===== src/cmos_share_pkg.sv =====
// constants and carrier types for the cmos storage sharing arbiter
package cmos_share_pkg;
	// register offsets on the controller memory port
	localparam logic [15:0] OFS_SHARE_CONTROL = 16'h7ff5;
	localparam logic [15:0] OFS_INDEX_LOW     = 16'h7ff6;
	localparam logic [15:0] OFS_DATA_LOW      = 16'h7ff7;
	localparam logic [15:0] OFS_INDEX_HIGH    = 16'h7ff8;
	localparam logic [15:0] OFS_DATA_HIGH     = 16'h7ff9;
	// share control field positions
	localparam int BIT_HOST_REQ_LOW  = 0;
	localparam int BIT_CTRL_REQ_LOW  = 1;
	localparam int BIT_HOST_REQ_HIGH = 2;
	localparam int BIT_CTRL_REQ_HIGH = 3;
	localparam int BIT_HOST_UNAWARE  = 7;
	// reset values
	localparam logic       RST_HOST_UNAWARE = 1'b1;
	localparam logic [7:0] RST_SHARE_CONTROL = 8'h80;
	localparam logic [7:0] RST_INDEX = 8'h00;
	localparam logic [7:0] RST_DATA  = 8'h00;
	// storage geometry: two banks of 128, slot 7f of the low bank is the mirror
	localparam int NUM_BANKS = 2;
	localparam int BANK_AW   = 7;
	localparam logic [6:0] MIRROR_SLOT = 7'h7f;
	localparam int READ_LATENCY = 2;

	// controller memory-mapped access
	typedef struct packed {
		logic        wr;
		logic        rd;
		logic [15:0] addr;
		logic [7:0]  wdata;
	} reg_req_type;

	// host side request strobes, index 0 low bank, 1 high bank
	typedef struct packed {
		logic [1:0] set;
		logic [1:0] clr;
	} host_req_type;

	// bank ownership, index 0 low bank, 1 high bank
	typedef struct packed {
		logic [1:0] ctrl;
		logic [1:0] host;
	} grant_type;

	// storage bus toward the clock and cmos core
	typedef struct packed {
		logic [7:0] addr;
		logic [7:0] wdata;
		logic       we;
		logic       re;
	} cmos_bus_type;

	// register selects from the address decode
	typedef struct packed {
		logic       ctl;
		logic [1:0] idx;
		logic [1:0] dat;
	} reg_sel_type;
endpackage


===== src/bank_share_flags.sv =====
// request flag pair of one storage bank
module bank_share_flags (
	input  logic clock,       // 100 mhz clock
	input  logic rstn,        // sync reset, active low
	input  logic ctl_wr,      // controller writes share control
	input  logic ctl_bit,     // written controller request bit
	input  logic unaware_wr1, // write carries host unaware = 1
	input  logic unaware_nxt, // host unaware after this cycle
	input  logic host_set,    // host asks for the bank
	input  logic host_clr,    // host releases the bank
	output logic ctrl_req,    // controller request flag
	output logic host_req     // host request flag
);
	import cmos_share_pkg::*;

	typedef struct packed {
		logic ctrl;
		logic host;
	} flag_state_type;

	flag_state_type s_r;
	flag_state_type s_nxt;
	logic           ctrl_try;

	// next flag values
	always_comb begin
		s_nxt    = s_r;
		ctrl_try = ctl_wr & ctl_bit;
		if (ctl_wr) begin
			// refused unless host flag clear and sharing in force
			s_nxt.ctrl = ctl_bit & ~s_r.host & ~unaware_nxt;
		end
		if (unaware_wr1) begin
			s_nxt.host = 1'b0;
		end else if (host_clr) begin
			s_nxt.host = 1'b0;
		end else if (host_set & ~s_r.ctrl & ~ctrl_try & ~unaware_nxt) begin
			s_nxt.host = 1'b1;
		end
	end

	// flag register
	always_ff @(posedge clock) begin
		if (!rstn) begin
			s_r <= '0;
		end else begin
			s_r <= s_nxt;
		end
	end

	assign ctrl_req = s_r.ctrl;
	assign host_req = s_r.host;
endmodule


===== src/cmos_ram_share_arbiter.sv =====
// cmos storage sharing arbiter between host and embedded controller

module cmos_ram_share_arbiter (
	input  logic                         clock,                 // 100 mhz clock
	input  logic                         rstn,                  // sync reset, active low
	input  cmos_share_pkg::reg_req_type  reg_req,               // controller register access
	output logic [7:0]                   rdata,                 // read data, registered
	output logic                         rd_valid,              // read data valid pulse
	input  cmos_share_pkg::host_req_type host_req,              // host request strobes
	input  logic                         host_reset_active,     // host reset output asserted
	input  logic                         main_host_power_plane, // host power plane on
	output cmos_share_pkg::grant_type    grant,                 // bank ownership
	output logic [7:0]                   share_status,          // share control image
	output cmos_share_pkg::cmos_bus_type store_bus,             // storage bus, registered
	input  logic [7:0]                   cmos_rdata             // storage read data
);
	import cmos_share_pkg::*;

	typedef struct packed {
		logic         unaware;
		logic [7:0]   idx_low;
		logic [7:0]   idx_high;
		logic         rd_pend;
		logic         rd_storage;
		logic [7:0]   rd_hold;
		logic [7:0]   rdata;
		logic         rd_valid;
		cmos_bus_type bus;
	} arb_state_type;

	localparam arb_state_type ARB_RESET = '{
		unaware:    RST_HOST_UNAWARE,
		idx_low:    RST_INDEX,
		idx_high:   RST_INDEX,
		rd_pend:    1'b0,
		rd_storage: 1'b0,
		rd_hold:    RST_DATA,
		rdata:      RST_DATA,
		rd_valid:   1'b0,
		bus:        '0
	};

	arb_state_type s_r;
	arb_state_type s_nxt;
	reg_sel_type   sel;
	logic          forced;
	logic          ctl_wr;
	logic          unaware_wr1;
	logic          unaware_nxt;
	logic [1:0]    ctrl_req;
	logic [1:0]    host_flag;
	logic [1:0]    ctrl_own;
	logic [1:0]    host_own;
	logic [7:0]    ctl_value;
	logic [7:0]    idx_sel;
	logic          bank_sel;
	logic          own_sel;
	logic          mirror_hit;

	share_reg_decode share_reg_decode_i (
		.addr (reg_req.addr),
		.sel  (sel)
	);

	// share control write terms
	assign ctl_wr      = reg_req.wr & sel.ctl;
	assign unaware_wr1 = ctl_wr & reg_req.wdata[BIT_HOST_UNAWARE];
	assign unaware_nxt = ctl_wr ? reg_req.wdata[BIT_HOST_UNAWARE] : s_r.unaware;

	// one flag pair per bank
	genvar b;
	generate
		for (b = 0; b < NUM_BANKS; b++) begin : g_bank
			bank_share_flags bank_share_flags_i (
				.clock       (clock),
				.rstn        (rstn),
				.ctl_wr      (ctl_wr),
				.ctl_bit     (reg_req.wdata[b ? BIT_CTRL_REQ_HIGH : BIT_CTRL_REQ_LOW]),
				.unaware_wr1 (unaware_wr1),
				.unaware_nxt (unaware_nxt),
				.host_set    (host_req.set[b]),
				.host_clr    (host_req.clr[b]),
				.ctrl_req    (ctrl_req[b]),
				.host_req    (host_flag[b])
			);
			// host reset or host power off hands storage to the controller
			assign ctrl_own[b] = forced | (~s_r.unaware & ctrl_req[b]);
			assign host_own[b] = ~forced & (s_r.unaware | host_flag[b]);
		end
	endgenerate

	assign forced = host_reset_active | ~main_host_power_plane;

	// share control image, refused requests read as zero
	always_comb begin
		ctl_value                    = '0;
		ctl_value[BIT_HOST_UNAWARE]  = s_r.unaware;
		ctl_value[BIT_CTRL_REQ_HIGH] = ctrl_req[1];
		ctl_value[BIT_HOST_REQ_HIGH] = host_flag[1];
		ctl_value[BIT_CTRL_REQ_LOW]  = ctrl_req[0];
		ctl_value[BIT_HOST_REQ_LOW]  = host_flag[0];
	end

	// bank and location picked by a data access
	assign bank_sel   = sel.dat[1];
	assign idx_sel    = bank_sel ? s_r.idx_high : s_r.idx_low;
	assign own_sel    = ctrl_own[bank_sel];
	assign mirror_hit = ~bank_sel & (idx_sel[BANK_AW-1:0] == MIRROR_SLOT);

	// next state: register writes, storage strobes, read pipeline
	always_comb begin
		s_nxt          = s_r;
		s_nxt.bus.we   = 1'b0;
		s_nxt.bus.re   = 1'b0;
		s_nxt.rd_pend  = 1'b0;
		s_nxt.rd_valid = s_r.rd_pend;
		if (ctl_wr) begin
			s_nxt.unaware = reg_req.wdata[BIT_HOST_UNAWARE];
		end
		if (reg_req.wr & sel.idx[0]) begin
			s_nxt.idx_low = reg_req.wdata;
		end
		if (reg_req.wr & sel.idx[1]) begin
			s_nxt.idx_high = reg_req.wdata;
		end
		// storage write only when owned and not the mirror slot
		if (reg_req.wr & (|sel.dat) & own_sel & ~mirror_hit) begin
			s_nxt.bus.we    = 1'b1;
			s_nxt.bus.addr  = {bank_sel, idx_sel[BANK_AW-1:0]};
			s_nxt.bus.wdata = reg_req.wdata;
		end
		if (reg_req.rd) begin
			s_nxt.rd_pend    = 1'b1;
			s_nxt.rd_storage = 1'b0;
			s_nxt.rd_hold    = '0;
			if (sel.ctl) begin
				s_nxt.rd_hold = ctl_value;
			end else if (sel.idx[0]) begin
				s_nxt.rd_hold = s_r.idx_low;
			end else if (sel.idx[1]) begin
				s_nxt.rd_hold = s_r.idx_high;
			end else if ((|sel.dat) & own_sel & mirror_hit) begin
				s_nxt.rd_hold = ctl_value;
			end else if ((|sel.dat) & own_sel) begin
				s_nxt.rd_storage = 1'b1;
				s_nxt.bus.re     = 1'b1;
				s_nxt.bus.addr   = {bank_sel, idx_sel[BANK_AW-1:0]};
			end
		end
		// second read stage takes storage or held value
		if (s_r.rd_pend) begin
			s_nxt.rdata = s_r.rd_storage ? cmos_rdata : s_r.rd_hold;
		end
	end

	// state register
	always_ff @(posedge clock) begin
		if (!rstn) begin
			s_r <= ARB_RESET;
		end else begin
			s_r <= s_nxt;
		end
	end

	assign rdata        = s_r.rdata;
	assign rd_valid     = s_r.rd_valid;
	assign store_bus    = s_r.bus;
	assign grant.ctrl   = ctrl_own;
	assign grant.host   = host_own;
	assign share_status = ctl_value;

	logic low_wr_own;
	assign low_wr_own = reg_req.wr & sel.dat[0] & ctrl_own[0] & ~mirror_hit;
endmodule


===== src/share_reg_decode.sv =====
// address decode of the five share registers
module share_reg_decode (
	input  logic [15:0]               addr, // controller address
	output cmos_share_pkg::reg_sel_type sel  // one-hot register select
);
	import cmos_share_pkg::*;

	// plain compare against each offset
	always_comb begin
		sel        = '0;
		sel.ctl    = (addr == OFS_SHARE_CONTROL);
		sel.idx[0] = (addr == OFS_INDEX_LOW);
		sel.dat[0] = (addr == OFS_DATA_LOW);
		sel.idx[1] = (addr == OFS_INDEX_HIGH);
		sel.dat[1] = (addr == OFS_DATA_HIGH);
	end
endmodule

===== config.mk =====
export PLATFORM = sky130hd
export DESIGN_NAME = cmos_ram_share_arbiter
export DESIGN_NICKNAME = d
export VERILOG_FILES = /design/src/cmos_share_pkg.sv /design/src/bank_share_flags.sv /design/src/cmos_ram_share_arbiter.sv /design/src/share_reg_decode.sv
export SDC_FILE = /design/constraint.sdc
export NUM_CORES = 1
export LEC_CHECK = 0
export BUFFER_PORTS_ARGS = -buffer_cell sky130_fd_sc_hd__clkbuf_2
export CAP_MARGIN = 20
export CORE_MARGIN = 2
export CORE_UTILIZATION = 38
export DETAILED_ROUTE_END_ITERATION = 12
export HOLD_SLACK_MARGIN = 0.15
export PLACE_DENSITY = 0.69
export SETUP_SLACK_MARGIN = 0.02
export SLEW_MARGIN = 20
export SYNTH_ARGS = -nofsm -noshare
export SYNTH_HDL_FRONTEND = slang
export SYNTH_HIERARCHICAL = 1
export SYNTH_SLANG_ARGS = --single-unit

===== constraint.sdc =====
create_clock -name clock -period 2.4 [get_ports clock]
set_input_delay 0.36 -clock clock [delete_from_list [all_inputs] [get_ports clock]]
set_output_delay 0.36 -clock clock [all_outputs]
set_load 0.05 [all_outputs]

==> run metrics <==
DR WL/cell 13.9 um; CTS tree done; Peak supply drop between 0.3 and 0.4 mV; Synth area leaders dfxtp_1 37%, buf_4 7.5%, mux2i_1 6.8%, o211a_1 5.5%, nand2_1 5.3%; top-area cell type share of the netlist area ~37%; register-to-register setup slack 0.61 ns; Starting Density 39.8%; fmax 505 MHz; postcts setup bufs 0; I/O pin count 81; Area Overhead vs Synth 19.1%; die area between 0.008 and 0.009 sq mm; Final Util 47.4%; pwr/cell area 578 mW/mm^2; Final min period just under 2 ns; worst skew pair latency 0.34 ns; CP startpoint reg_req[9]; CP Depth 8; post-synth top area cell dfxtp_1; period utilization 82.5%; vias in the first global route about 2500; CP max FO 16; final hold vios 0; Worst Path Buf+Inv 2; ant diodes 0; Worst Hold Depth 3; row cnt 32; initial antenna violation count 0; worst setup path category input pin to flop; worst path cell trace clkbuf_2 > or4b_1 > nor4_4 > buf_12 > nand3b_1 > a221oi_1 > a21oi_1 > a21boi_1; DIE WIDTH between 90 and 100 um; maxcap violations 0; Setup Skew 0.00939 ns; largest net degree at the start of global routing 46; library cells used by synthesis 44; Worst Reg2Reg Path Length in Cells 5; Final Max Tran Viols 0; Core Area 0.00781 sq mm; Yosys warning total 6; Synth Cell Area 0.00311 sq mm; # port buffers 77; DR vias 2608; CTS H-tree depth 3; share of cells above drive strength 1 a little under 30%; Max-Slew Margin vs Limit 47.4%; gr ovfl total 0; hold buffers post-CTS 0; Post-synth EDFFs 0; CP arrival around 2.3 ns; Post-Syn Instances 352; Lkg Pwr 1.61 nW; total wire length 7150 um; Worst-path clk slew 0.07 ns; CP required 2.67 ns; fin nets 449; Reg2Reg Launch Point s_r[51]$_SDFFE_PN0P_; r2r endpoint s_r[34]$_SDFFE_PN0P_; first-pass GRT wire length 11700 um; Post-synth ARST share 0%; hpwl dp 5290 um; largest stage delay on the critical path 0.57 ns; Vias/cell roughly 5; critical path's top delay family simple AND/OR/NAND/NOR gates; CTS root buf clkbuf_8; Placer Congestion 0.875; post-cts gate resize count 0; Hold Crit Class input pin to flop; 1st-iter DRT viols 128; Routed Antenna Nets 0; Pwr Total 2.14 mW; drt first pass iters 4; Clock Sinks between 50 and 60; CP endpoint s_r[30]$_SDFFE_PN0P_; slowest stage cell, crit path or4b_1; Critical Path End Type flop; Num CTS Buffers 9; TNS Setup 0 ns; die height 94.4 um; post-synthesis sequential area ratio 37.4%; Worst Tran Pin Value 0.790 ns; CP Launch Type input pin; Syn Area/Cell 8.83 sq um; # setup viols final 0; RSZ-0062 raised after global routing no; maximum clock path buffer count 2; Total GRT Usage between 10% and 20%; DRC Markers 0; outcome completed; Primary FF master, synth dfxtp_1; Yosys reg bits 58
## logic make-up (layout without fill, tap and decap cells)
kind of cell / count (synthesis) / in the layout / share of synthesized area [%]
other: 1 / 3 / 0.121
flip-flops: 58 / 58 / 37.4
AO/OA/AOI/OAI: 77 / 77 / 19.2
buffers and inverters: 60 / 118 / 11.4
AND/OR/NAND/NOR: 135 / 135 / 25.1
multiplexers: 21 / 21 / 6.77
## placed cells by master (no fill, tap or decap), types with 3 or more instances in the layout
cell / n
clkbuf_2: 77
dfxtp_1: 58
nand2_1: 44
nand3_1: 21
mux2i_1: 21
a21boi_0: 17
o211a_1: 17
buf_4: 15
nor2b_1: 13
a21oi_1: 12
nor2_1: 10
clkbuf_8: 9
inv_1: 8
nand2b_1: 7
nand3b_1: 7
o21ai_0: 6
and2_1: 6
a21boi_1: 5
o22ai_1: 4
nor3b_1: 4
and2b_1: 3
nand4_1: 3
a211o_1: 3
o211ai_1: 3
conb_1: 3
nand4bb_1: 3
nor4_2: 3
## routing by layer
layer / GRT usage [%] / vias up / part of all wire, %
li1: - / 1316 / -
met2: 26.3 / 76 / 46
met4: 6.40 / 0 / 1.6
met5: 0 / - / 0
met3: 4.31 / 11 / 5.6
met1: 22.0 / 1205 / 47
## power breakdown
part | internal, mW | leakage, nW | switching (mW)
sequential | 0.974 | 0.469 | 0.00917
clock | 0.581 | 0.105 | 0.396
combinational | 0.0639 | 1.03 | 0.116
## per-stage QoR
stage	setup slack (ns)	instances	area, sq um	hold slack, ns
6_report	0.420	514	3700	0.284
5_1_grt	0.300	514	3700	0.297
4_1_cts	0.460	514	3700	0.275
3_5_place_dp	0.0984	498	3480	0.470
3_3_place_gp	0.152	498	3480	0.459
2_1_floorplan	0.0752	354	3120	0.444
## worst register-to-register path, delay by kind of cell (launching register included)
kind            cells  cell delay [ns]
flops               1             0.41
simple gates        3             0.71
compound gates      2             0.60
## registers in the layout, indices dropped and copies added, names as in the netlist
signal and count:
g_bank.bank_share_flags_i/host_req 2, s_nxt 1, store_bus 18, s_r 25, g_bank.bank_share_flags_i/ctrl_req 2, share_status 1
rdata 8, rd_valid 1
## final cells by class
cell class | instances | area, sq um
fillers | 739 | 4110
inverters | 8 | 30.0
clock inverters | 7 | 93.8
flip-flops and latches | 58 | 1160
multi-input cells | 236 | 1630
repair buffers | 94 | 538
well taps | 102 | 128
clock buffers | 9 | 124
## synthesized netlist by cell type, types with 2 or more instances
cell       instances
a211o_1            3
a21boi_1           5
mux2i_1           21
clkbuf_1          15
and2b_1            3
inv_1              8
nand4_1            3
nor4_1             4
nand3b_1           7
o21ai_0            6
dfxtp_1           58
o21a_1             2
o211ai_1           3
and2_1             6
nand4b_1           2
nand2b_1           7
nand4bb_1          3
o211a_1           17
o22ai_1            4
a21oi_1           12
buf_4             31
nand2_1           44
and4bb_1           2
nor3b_1            4
buf_2              4
a221oi_1           2
nor2_1            10
nor2b_1           13
nand3_1           21
a21boi_0          17
o21ai_1            2
## worst min path at each step
stage                                      from                                                 end  slack (ns)
after floorplan            s_r[44]$_SDFFE_PN0P_                                s_r[44]$_SDFFE_PN0P_        0.44
after global placement     s_r[44]$_SDFFE_PN0P_                                s_r[44]$_SDFFE_PN0P_        0.46
after detailed placement  rdata[5]$_SDFFE_PN0P_                               rdata[5]$_SDFFE_PN0P_        0.47
after CTS                           host_req[1]  g_bank[1].bank_share_flags_i/host_req$_SDFFE_PP0P_        0.28
after global routing                host_req[0]  g_bank[0].bank_share_flags_i/host_req$_SDFFE_PP0P_        0.30
final                               host_req[1]  g_bank[1].bank_share_flags_i/host_req$_SDFFE_PP0P_        0.28
Power figures use the tool's default switching activity.
